File: src/rtl/mdw_pkg.sv
package mdw_pkg;
  // register byte offsets
  localparam logic [7:0] REG_CTRL  = 8'h00;
  localparam logic [7:0] REG_OVLD  = 8'h04;
  localparam logic [7:0] REG_TEMP  = 8'h08;
  localparam logic [7:0] REG_FUNC  = 8'h0C;
  localparam logic [7:0] REG_WSTAT = 8'h10;
  localparam logic [7:0] REG_ISTAT = 8'h14;
  localparam logic [7:0] REG_IMASK = 8'h18;
  localparam logic [7:0] REG_HCTL  = 8'h1C;
  localparam logic [7:0] REG_SPEED = 8'h20;
  localparam logic [7:0] REG_OMAP  = 8'h24;
  localparam logic [7:0] REG_HIST  = 8'h40;
  // control fields
  localparam int CTRL_SRC_LO  = 0;
  localparam int CTRL_LOCK    = 2;
  localparam int CTRL_VIEW_LO = 4;
  localparam int VIEW_W       = 3;
  // warning bits and history codes
  localparam int NUM_WARN = 3;
  localparam int W_HEAT   = 0;
  localparam int W_OVLD   = 1;
  localparam int W_OPERR  = 2;
  localparam logic [1:0] CODE_NONE  = 2'h0;
  localparam logic [1:0] CODE_HEAT  = 2'h1;
  localparam logic [1:0] CODE_OVLD  = 2'h2;
  localparam logic [1:0] CODE_OPERR = 2'h3;
  // run sources
  localparam logic [1:0] SRC_PANEL = 2'h0;
  localparam logic [1:0] SRC_EXT   = 2'h1;
  localparam logic [1:0] SRC_DIR   = 2'h2;
  // reset values
  localparam logic [1:0]  RST_SRC   = 2'h0;
  localparam logic [2:0]  VIEW_SPEED = 3'h0;
  localparam logic [11:0] RST_OVLD  = 12'hC00;
  localparam logic [11:0] RST_TEMP  = 12'hA00;
  localparam logic [1:0]  RST_FUNC  = 2'h3;
  // bus answers
  localparam logic [1:0] RESP_OKAY   = 2'h0;
  localparam logic [1:0] RESP_SLVERR = 2'h2;
endpackage : mdw_pkg

File: src/rtl/mdw_warn_gate.sv
// Our own choices: the AXI4-Lite register port and the register offsets.
`timescale 1ns/100ps
// =============================================
// Notes on behaviour
// - current warnings and history are readable as the monitor view
// - any active warning condition turns the warning output on
// - warning output reaches no terminal until software maps one
// - overheat above threshold raises a warning; motor keeps running
// - load above overload level raises a warning; motor keeps running
// - assigning run function to an already-on input: warning, stop
// - history keeps nine warnings newest first, oldest dropped
// - a repeat of the newest recorded warning type is not recorded
// - clear-history command erases every history entry
// - history is volatile: empty after every reset
// - external modes run only when exactly one run input is on
// - panel mode ignores the external run inputs
// - external modes ignore the panel run switch
// - direction-by-inputs mode ignores the panel direction switch
// - active alarm keeps the motor stopped
// - setting lock rejects panel setting changes
// - start-up view is taken once after reset, while the view field still holds VIEW_SPEED
module mdw_warn_gate #(
  parameter int HIST_DEPTH = 9,
  parameter int NUM_TERM   = 4,
  parameter int VAL_W      = 12
) (
  input  wire logic                clk,
  input  wire logic                rst,
  input  wire logic [7:0]          s_axi_awaddr,
  input  wire logic                s_axi_awvalid,
  output logic                     s_axi_awready,
  input  wire logic [31:0]         s_axi_wdata,
  input  wire logic [3:0]          s_axi_wstrb,
  input  wire logic                s_axi_wvalid,
  output logic                     s_axi_wready,
  output logic [1:0]               s_axi_bresp,
  output logic                     s_axi_bvalid,
  input  wire logic                s_axi_bready,
  input  wire logic [7:0]          s_axi_araddr,
  input  wire logic                s_axi_arvalid,
  output logic                     s_axi_arready,
  output logic [31:0]              s_axi_rdata,
  output logic [1:0]               s_axi_rresp,
  output logic                     s_axi_rvalid,
  input  wire logic                s_axi_rready,
  input  wire logic                forwardRunInput,
  input  wire logic                backwardRunInput,
  input  wire logic                panelRunSwitch,
  input  wire logic                panelDirSwitch,
  input  wire logic [VAL_W-1:0]    tempValue,
  input  wire logic [VAL_W-1:0]    loadValue,
  input  wire logic                alarmActive,
  input  wire logic                panelSpeedWe,
  input  wire logic [VAL_W-1:0]    panelSpeed,
  output logic                     warningOutput,
  output logic [NUM_TERM-1:0]      outTerminal,
  output logic                     motorRun,
  output logic                     motorReverse,
  output logic [mdw_pkg::VIEW_W-1:0] startView,
  output logic                     irq
);
  import mdw_pkg::*;

  localparam int CNT_W = $clog2(HIST_DEPTH + 1);

  generate
    if (HIST_DEPTH < 1 || HIST_DEPTH > 47 || VAL_W > 32 ||
        NUM_TERM < 1 || NUM_TERM > 32) begin : g_bad
      $error("mdw_warn_gate: parameter out of range");
    end
  endgenerate

  // =============================================
  // pin synchronisers
  logic [3:0] pinMeta_q;
  logic [3:0] pinSync_q;
  logic [3:0] pinRaw;
  assign pinRaw = {panelDirSwitch, panelRunSwitch,
                   backwardRunInput, forwardRunInput};

  genvar gp;
  generate
    for (gp = 0; gp < 4; gp++) begin : g_sync
      always_ff @(posedge clk or posedge rst) begin
        if (rst) begin
          pinMeta_q[gp] <= 1'b0;
          pinSync_q[gp] <= 1'b0;
        end else begin
          pinMeta_q[gp] <= pinRaw[gp];
          pinSync_q[gp] <= pinMeta_q[gp];
        end
      end
    end
  endgenerate

  wire fwdS      = pinSync_q[0];
  wire bwdS      = pinSync_q[1];
  wire panelRunS = pinSync_q[2];
  wire panelDirS = pinSync_q[3];

  // =============================================
  // bus slave: write path
  logic              awHave_q;
  logic              wHave_q;
  logic [7:0]        wAddr_q;
  logic [31:0]       wData_q;
  logic [3:0]        wStrb_q;
  logic              bvalid_q;
  logic [1:0]        bresp_q;

  assign s_axi_awready = !awHave_q;
  assign s_axi_wready  = !wHave_q;
  assign s_axi_bvalid  = bvalid_q;
  assign s_axi_bresp   = bresp_q;

  wire doWrite = awHave_q && wHave_q && !bvalid_q;
  wire [31:0] wMask = {{8{wStrb_q[3]}}, {8{wStrb_q[2]}},
                       {8{wStrb_q[1]}}, {8{wStrb_q[0]}}};
  wire [31:0] wBits = wData_q & wMask;

  function automatic logic [31:0] merge(input logic [31:0] old,
                                        input logic [31:0] dat,
                                        input logic [31:0] msk);
    merge = (old & ~msk) | (dat & msk);
  endfunction : merge

  wire wCtrl  = doWrite && wAddr_q == REG_CTRL;
  wire wOvld  = doWrite && wAddr_q == REG_OVLD;
  wire wTemp  = doWrite && wAddr_q == REG_TEMP;
  wire wFunc  = doWrite && wAddr_q == REG_FUNC;
  wire wIstat = doWrite && wAddr_q == REG_ISTAT;
  wire wImask = doWrite && wAddr_q == REG_IMASK;
  wire wHctl  = doWrite && wAddr_q == REG_HCTL;
  wire wSpeed = doWrite && wAddr_q == REG_SPEED;
  wire wOmap  = doWrite && wAddr_q == REG_OMAP;
  wire wRoHit = wAddr_q == REG_WSTAT ||
                (wAddr_q >= REG_HIST &&
                 wAddr_q < REG_HIST + 8'(4 * HIST_DEPTH));
  wire wHit   = wCtrl | wOvld | wTemp | wFunc | wIstat | wImask |
                wHctl | wSpeed | wOmap;

  always_ff @(posedge clk or posedge rst) begin
    if (rst) begin
      awHave_q <= 1'b0;
      wHave_q  <= 1'b0;
      wAddr_q  <= 8'h00;
      wData_q  <= 32'h0000_0000;
      wStrb_q  <= 4'h0;
      bvalid_q <= 1'b0;
      bresp_q  <= RESP_OKAY;
    end else begin
      if (s_axi_awvalid && !awHave_q) begin
        awHave_q <= 1'b1;
        wAddr_q  <= {s_axi_awaddr[7:2], 2'b00};
      end else if (doWrite) begin
        awHave_q <= 1'b0;
      end
      if (s_axi_wvalid && !wHave_q) begin
        wHave_q <= 1'b1;
        wData_q <= s_axi_wdata;
        wStrb_q <= s_axi_wstrb;
      end else if (doWrite) begin
        wHave_q <= 1'b0;
      end
      if (doWrite) begin
        bvalid_q <= 1'b1;
        // read-only words take the write silently
        bresp_q  <= (wHit || wRoHit) ? RESP_OKAY : RESP_SLVERR;
      end else if (s_axi_bready) begin
        bvalid_q <= 1'b0;
      end
    end
  end

  // =============================================
  // settings
  logic [31:0]         ctrl_q;
  logic [31:0]         ovld_q;
  logic [31:0]         temp_q;
  logic [31:0]         func_q;
  logic [31:0]         speed_q;
  logic [31:0]         omap_q;
  logic [NUM_WARN-1:0] imask_q;

  wire [1:0] runSrc = ctrl_q[CTRL_SRC_LO +: 2];
  wire       lockOn = ctrl_q[CTRL_LOCK];
  wire [VIEW_W-1:0] viewSel = ctrl_q[CTRL_VIEW_LO +: VIEW_W];
  wire panelWriteOk = panelSpeedWe && !lockOn;

  always_ff @(posedge clk or posedge rst) begin
    if (rst) begin
      ctrl_q  <= 32'(RST_SRC) | (32'(VIEW_SPEED) << CTRL_VIEW_LO);
      ovld_q  <= 32'(RST_OVLD);
      temp_q  <= 32'(RST_TEMP);
      func_q  <= 32'(RST_FUNC);
      speed_q <= 32'h0000_0000;
      omap_q  <= 32'h0000_0000;
      imask_q <= '0;
    end else begin
      if (wCtrl)  ctrl_q  <= merge(ctrl_q, wData_q, wMask);
      if (wOvld)  ovld_q  <= merge(ovld_q, wData_q, wMask);
      if (wTemp)  temp_q  <= merge(temp_q, wData_q, wMask);
      if (wFunc)  func_q  <= merge(func_q, wData_q, wMask);
      if (wOmap)  omap_q  <= merge(omap_q, wData_q, wMask);
      if (wImask) imask_q <= wBits[NUM_WARN-1:0];
      if (wSpeed) begin
        speed_q <= merge(speed_q, wData_q, wMask);
      end else if (panelWriteOk) begin
        speed_q <= 32'(panelSpeed);
      end
    end
  end

  // =============================================
  // warning conditions
  logic opErr_q;
  wire [31:0] funcMerged = merge(func_q, wData_q, wMask);
  wire [1:0]  funcNew    = funcMerged[1:0];
  // a run function newly given to a terminal that is already on
  wire opErrSet = wFunc &&
      ((funcNew[0] && !func_q[0] && fwdS) ||
       (funcNew[1] && !func_q[1] && bwdS));
  wire heatCond = tempValue > temp_q[VAL_W-1:0];
  wire ovldCond = loadValue > ovld_q[VAL_W-1:0];
  wire [NUM_WARN-1:0] warnVec = {opErr_q, ovldCond, heatCond};

  always_ff @(posedge clk or posedge rst) begin
    if (rst) begin
      opErr_q <= 1'b0;
    end else if (opErrSet) begin
      opErr_q <= 1'b1;
    end else if (!fwdS && !bwdS) begin
      opErr_q <= 1'b0; // cleared once the terminals are released
    end
  end

  // =============================================
  // run gating
  wire fwdE = fwdS && func_q[0];
  wire bwdE = bwdS && func_q[1];
  wire extMode = runSrc == SRC_EXT || runSrc == SRC_DIR;
  wire extReq  = fwdE ^ bwdE;
  wire runReq  = extMode ? extReq
               : (runSrc == SRC_PANEL) && panelRunS;
  wire revReq  = (runSrc == SRC_DIR) ? bwdE
               : (runSrc == SRC_EXT) ? bwdE ^ panelDirS
               : panelDirS;
  // overheat and overload leave running alone
  wire runOk = runReq && !alarmActive && !opErr_q;

  logic              warnOut_q;
  logic [NUM_TERM-1:0] term_q;
  logic              run_q;
  logic              rev_q;
  logic [VIEW_W-1:0] view_q;
  logic              started_q;

  always_ff @(posedge clk or posedge rst) begin
    if (rst) begin
      warnOut_q <= 1'b0;
      term_q    <= '0;
      run_q     <= 1'b0;
      rev_q     <= 1'b0;
      view_q    <= VIEW_SPEED;
      started_q <= 1'b0;
    end else begin
      warnOut_q <= |warnVec;
      term_q    <= omap_q[NUM_TERM-1:0] & {NUM_TERM{|warnVec}};
      run_q     <= runOk;
      rev_q     <= revReq;
      started_q <= 1'b1;
      if (!started_q) view_q <= viewSel;
    end
  end

  assign warningOutput = warnOut_q;
  assign outTerminal   = term_q;
  assign motorRun      = run_q;
  assign motorReverse  = rev_q;
  assign startView     = view_q;

  // =============================================
  // warning history and interrupt status
  logic [NUM_WARN-1:0] warnPrev_q;
  logic [NUM_WARN-1:0] istat_q;
  logic [1:0]          hist_q [HIST_DEPTH];
  logic [CNT_W-1:0]    histCnt_q;

  wire [NUM_WARN-1:0] warnRise = warnVec & ~warnPrev_q;
  // one entry per cycle; simultaneous rises keep the hottest type
  wire [1:0] newCode = warnRise[W_HEAT]  ? CODE_HEAT
                     : warnRise[W_OVLD]  ? CODE_OVLD
                     : warnRise[W_OPERR] ? CODE_OPERR
                     : CODE_NONE;
  wire histClr  = wHctl && wBits[0];
  wire histPush = newCode != CODE_NONE && !histClr &&
                  newCode != hist_q[0];

  genvar gh;
  generate
    for (gh = 0; gh < HIST_DEPTH; gh++) begin : g_hist
      always_ff @(posedge clk or posedge rst) begin
        if (rst) begin
          hist_q[gh] <= CODE_NONE;
        end else if (histClr) begin
          hist_q[gh] <= CODE_NONE;
        end else if (histPush) begin
          if (gh == 0) begin
            hist_q[gh] <= newCode;
          end else begin
            hist_q[gh] <= hist_q[gh > 0 ? gh - 1 : 0];
          end
        end
      end
    end
  endgenerate

  always_ff @(posedge clk or posedge rst) begin
    if (rst) begin
      warnPrev_q <= '0;
      istat_q    <= '0;
      histCnt_q  <= '0;
    end else begin
      warnPrev_q <= warnVec;
      // a new event wins over a same-cycle clear
      istat_q <= (istat_q & ~(wIstat ? wBits[NUM_WARN-1:0] : '0))
               | warnRise;
      if (histClr) begin
        histCnt_q <= '0;
      end else if (histPush && histCnt_q != CNT_W'(HIST_DEPTH)) begin
        histCnt_q <= histCnt_q + CNT_W'(1);
      end
    end
  end

  assign irq = |(istat_q & imask_q);

  // =============================================
  // bus slave: read path
  logic        rvalid_q;
  logic [31:0] rdata_q;
  logic [1:0]  rresp_q;

  assign s_axi_arready = !rvalid_q;
  assign s_axi_rvalid  = rvalid_q;
  assign s_axi_rdata   = rdata_q;
  assign s_axi_rresp   = rresp_q;

  wire [7:0] rAddr  = {s_axi_araddr[7:2], 2'b00};
  wire [7:0] rOff   = rAddr - REG_HIST;
  wire       rHist  = rAddr >= REG_HIST &&
                      rAddr < REG_HIST + 8'(4 * HIST_DEPTH);
  wire [5:0] rIdx   = rOff[7:2];
  wire [1:0] histRd = hist_q[rHist ? int'(rIdx) : 0];

  logic [31:0] rMux;
  logic        rHit;
  always_comb begin
    rHit = 1'b1;
    case (rAddr)
      REG_CTRL:  rMux = ctrl_q;
      REG_OVLD:  rMux = ovld_q;
      REG_TEMP:  rMux = temp_q;
      REG_FUNC:  rMux = func_q;
      REG_WSTAT: rMux = 32'(warnVec);
      REG_ISTAT: rMux = 32'(istat_q);
      REG_IMASK: rMux = 32'(imask_q);
      REG_HCTL:  rMux = 32'(histCnt_q);
      REG_SPEED: rMux = speed_q;
      REG_OMAP:  rMux = omap_q;
      default: begin
        rMux = rHist ? 32'(histRd) : 32'h0000_0000;
        rHit = rHist;
      end
    endcase
  end

  always_ff @(posedge clk or posedge rst) begin
    if (rst) begin
      rvalid_q <= 1'b0;
      rdata_q  <= 32'h0000_0000;
      rresp_q  <= RESP_OKAY;
    end else if (s_axi_arvalid && !rvalid_q) begin
      rvalid_q <= 1'b1;
      rdata_q  <= rMux;
      rresp_q  <= rHit ? RESP_OKAY : RESP_SLVERR;
    end else if (s_axi_rready) begin
      rvalid_q <= 1'b0;
    end
  end
endmodule : mdw_warn_gate

File: config.mk
export PLATFORM = sky130hd
export DESIGN_NAME = mdw_warn_gate
export DESIGN_NICKNAME = d
export VERILOG_FILES = /design/src/rtl/mdw_pkg.sv /design/src/rtl/mdw_warn_gate.sv
export SDC_FILE = /design/constraint.sdc
export NUM_CORES = 1
export LEC_CHECK = 0
export BUFFER_PORTS_ARGS = -buffer_cell sky130_fd_sc_hd__buf_2
export CORE_UTILIZATION = 39
export DETAILED_ROUTE_END_ITERATION = 12
export HOLD_SLACK_MARGIN = 0.06
export PLACE_DENSITY_LB_ADDON = 0.1
export SLEW_MARGIN = 20
export SYNTH_ARGS = -nofsm -noshare
export SYNTH_HDL_FRONTEND = slang
export SYNTH_SLANG_ARGS = --single-unit
File: constraint.sdc
create_clock -name clk -period 18.5 [get_ports clk]
set_input_delay 0 -clock clk [delete_from_list [all_inputs] [get_ports clk]]
set_output_delay 0 -clock clk [all_outputs]
set_load 0.1 [all_outputs]
==> results.sh <==
export IMPL_dr_total_vias=10029
export IMPL_die_area_um2=37900
export IMPL_antenna_found_initial=2
export IMPL_worstPathRequired_ns=18.95
export IMPL_syn_inst=1185
export IMPL_hpwl_mm=24.6
export IMPL_clk_path_buf_depth=3
export IMPL_rows=70
export IMPL_startpoint_type="flip-flop"
export IMPL_coreArea_um2=36600
export IMPL_drt_iter0_drc=531
export IMPL_period_share=0.162
export IMPL_synthTopCellsByArea="dfrtp_1, mux2_2, mux2i_1"
export IMPL_wl_per_cell_um=20.3
export IMPL_vdd_ir_drop_worst_uv=59.0
export IMPL_rsz0062_at_grt="false"
export IMPL_syn_area_per_cell_um2=12.2
export IMPL_setup_viol=0
export IMPL_cap_violations=0
export IMPL_synth_cell_type_count=70
export IMPL_fin_util=0.482
export IMPL_worstSetupPathType="flip-flop to flip-flop"
export IMPL_worst_hold_path_num_cells=5
export IMPL_grt_pass1_vias=10234
export IMPL_cts_sinks=323
export IMPL_dr_pass1_iters=7
export IMPL_cts_resized=0
export IMPL_dpl_worst_slack_ns=15.47
export IMPL_worst_ep_arrival_time_ns=3.44
export IMPL_synthToLayoutAreaGrowth_pct=21.8
export IMPL_syn_area_um2=14500
export IMPL_ys_flop_type="dfrtp_1"
export IMPL_postSynth_asyncResetShare=1.00
export IMPL_postCtsSetupRepairBufs=0
export IMPL_ys_seq_area_frac=0.558
export IMPL_synth_edf_count=0
export IMPL_place_congestion=0.819
export IMPL_via_per_inst=5.28
export IMPL_worstHoldPathType="input pin to flip-flop"
export IMPL_min_period_ns=3.00
export IMPL_tns_ns=0
export IMPL_end_kind="flip-flop"
export IMPL_outcome="finished clean"
export IMPL_fillers=3406
export IMPL_finalMaxSlewViolations=0
export IMPL_die_w_um=195
export IMPL_layout_drive_gt1_share=0.321
export IMPL_routed_wl_mm=38.6
export IMPL_power_density_nw_per_um2=149
export IMPL_cts_tree="done"
export IMPL_p_leak_uw=0.00835
export IMPL_yosys_warnings=0
export IMPL_worstHoldEndpoint="s_axi_rdata[15]$_DFFE_PP0P_"
export IMPL_ys_top_cells_by_count="dfrtp_1, mux2_2, nand2_1"
export IMPL_nNetsFinal=1531
export IMPL_ant_nets=0
export IMPL_synth_seq_cells=323
export IMPL_yosysMostFrequentCell="dfrtp_1"
export IMPL_chipHeight_um=195
export IMPL_fmax_mhz=334
export IMPL_worst_slew_pin_slew_ns=0.972
export IMPL_track_usage=0.209
export IMPL_r2r_slack_ns=15.50
export IMPL_min_from="s_axi_arvalid"
export IMPL_worst_r2r_endpoint="histCnt_q[1]$_DFFE_PP0P_"
export IMPL_numCtsBuffers=38
export IMPL_globalRoute_totalOverflow=0
export IMPL_whs_ns=0.0878
export IMPL_synth_top_area_cell="dfrtp_1"
export IMPL_root_buffer="clkbuf_16"
export IMPL_htree_levels=2
export IMPL_grt_max_degree=163
export IMPL_netlist_area_leader_share=0.547
export IMPL_path_clk_slew_ns=0.06
export IMPL_power_uw=2640
export IMPL_port_buffers=146
export IMPL_grt_pass1_wl_mm=61.0
export IMPL_max_slew_margin=0.352
export IMPL_boundaryPins=153
export IMPL_cp_max_fo=17
export IMPL_r2r_cells=9
export IMPL_clk_latency_ns=0.55
export IMPL_drc=0
export IMPL_skew_ns=0.0144
export IMPL_initial_utilization=0.396
export IMPL_fin_ws_ns=15.50
export IMPL_hold_viol_final=0
[worst max path at each step]
stage	startpoint	cells past startpoint	endpoint	slack (ns)
6_report	flip-flop	9	histCnt_q[1]$_DFFE_PP0P_	15.50
5_1_grt	flip-flop	9	histCnt_q[1]$_DFFE_PP0P_	15.27
4_1_cts	flip-flop	9	histCnt_q[1]$_DFFE_PP0P_	15.46
3_5_place_dp	flip-flop	9	histCnt_q[1]$_DFFE_PP0P_	15.47
3_3_place_gp	flip-flop	9	histCnt_q[0]$_DFFE_PP0P_	15.48
2_1_floorplan	rst	1	async pin	9.57
[layout make-up]
class                      count  area (µm²)  share of cell area
sequential                   323        8090               0.458
multi-input combinational    769        6050               0.343
inverter                      43         169             0.00957
tap                          468         586              0.0332
timing repair buffer         226        1520              0.0859
antenna                        1        2.50            0.000142
clock inverter                12         104             0.00588
clock buffer                  58        1140              0.0644
[power breakdown]
group	switching [µW]	internal [µW]	total [µW]
clock network	299	439	738
registers	230	962	1190
logic	387	321	708
total	916	1720	2640
[cell families after synthesis]
family,share of synthesized area
buffers and inverters,0.0272
other,0.000518
AND/OR/NAND/NOR,0.0772
flip-flops,0.558
AO/OA/AOI/OAI,0.107
adder cells (fa/ha/maj),0.0250
XOR/XNOR,0.000604
multiplexers,0.204
[worst max-delay path, cell delays in order (launching register included)]
cell and delay [ns]:
dfstp_2 0.54, inv_1 0.05, ha_1 0.30, nand4_1 0.21, a311oi_2 0.10, a2111oi_4 0.65
o21a_1 0.30, o21ai_2 0.13, and2_4 0.31, a311oi_1 0.30
[cells in the final DEF (no fill, tap or decap), types with 4 or more instances in the layout]
cell           synthesis  routed
a31o_2                 4       4
mux4_2                 4       4
nand2b_1               4       4
nand2_1              127     127
o21a_1                 4       4
mux2_2               205     205
nor3_1                 9       9
a21oi_1               43      43
clkbuf_1              33       9
dlygate4sd3_1          0      69
inv_1                 43      42
a31oi_1                5       5
nor2b_1               11      10
a21o_1                 4       4
clkbuf_16              0      38
a221oi_1               4       4
nor2_1                45      45
buf_2                  8     146
nand4_1                7       7
clkbuf_8               0      11
o22ai_1               13      13
o21ai_1               22      23
a22o_1                21      21
nand3_1                9       9
dfrtp_1              317     317
buf_4                  2      10
a22oi_1                4       4
mux2i_1               53      53
o21ai_0               58      57
clkinv_2               0       8
dfstp_2                6       6
a221o_1               29      29
ha_1                  29      29
[metrics by stage]
| stage | area [µm²] | cells |
|---|---|---|
| global placement | 15700 | 1760 |
| floorplan | 14500 | 1186 |
| CTS | 17600 | 1899 |
| detailed placement | 15700 | 1760 |
| finish | 17700 | 1900 |
| global route | 17700 | 1900 |
[what timing repair did]
action	in CTS	in global routing
endpoints found under the setup margin	0	0
endpoints found under the hold margin	166	0
hold buffers	69	0
[routing by layer]
metal / up-vias / GRT usage / part of all wire
li1: 4742 / - / -
met1: 5038 / 0.298 / 0.48
met2: 196 / 0.329 / 0.46
met3: 53 / 0.0330 / 0.043
met4: 0 / 0.0598 / 0.020
met5: - / 0 / 0
Note: power is estimated with default switching activity, not from simulation.
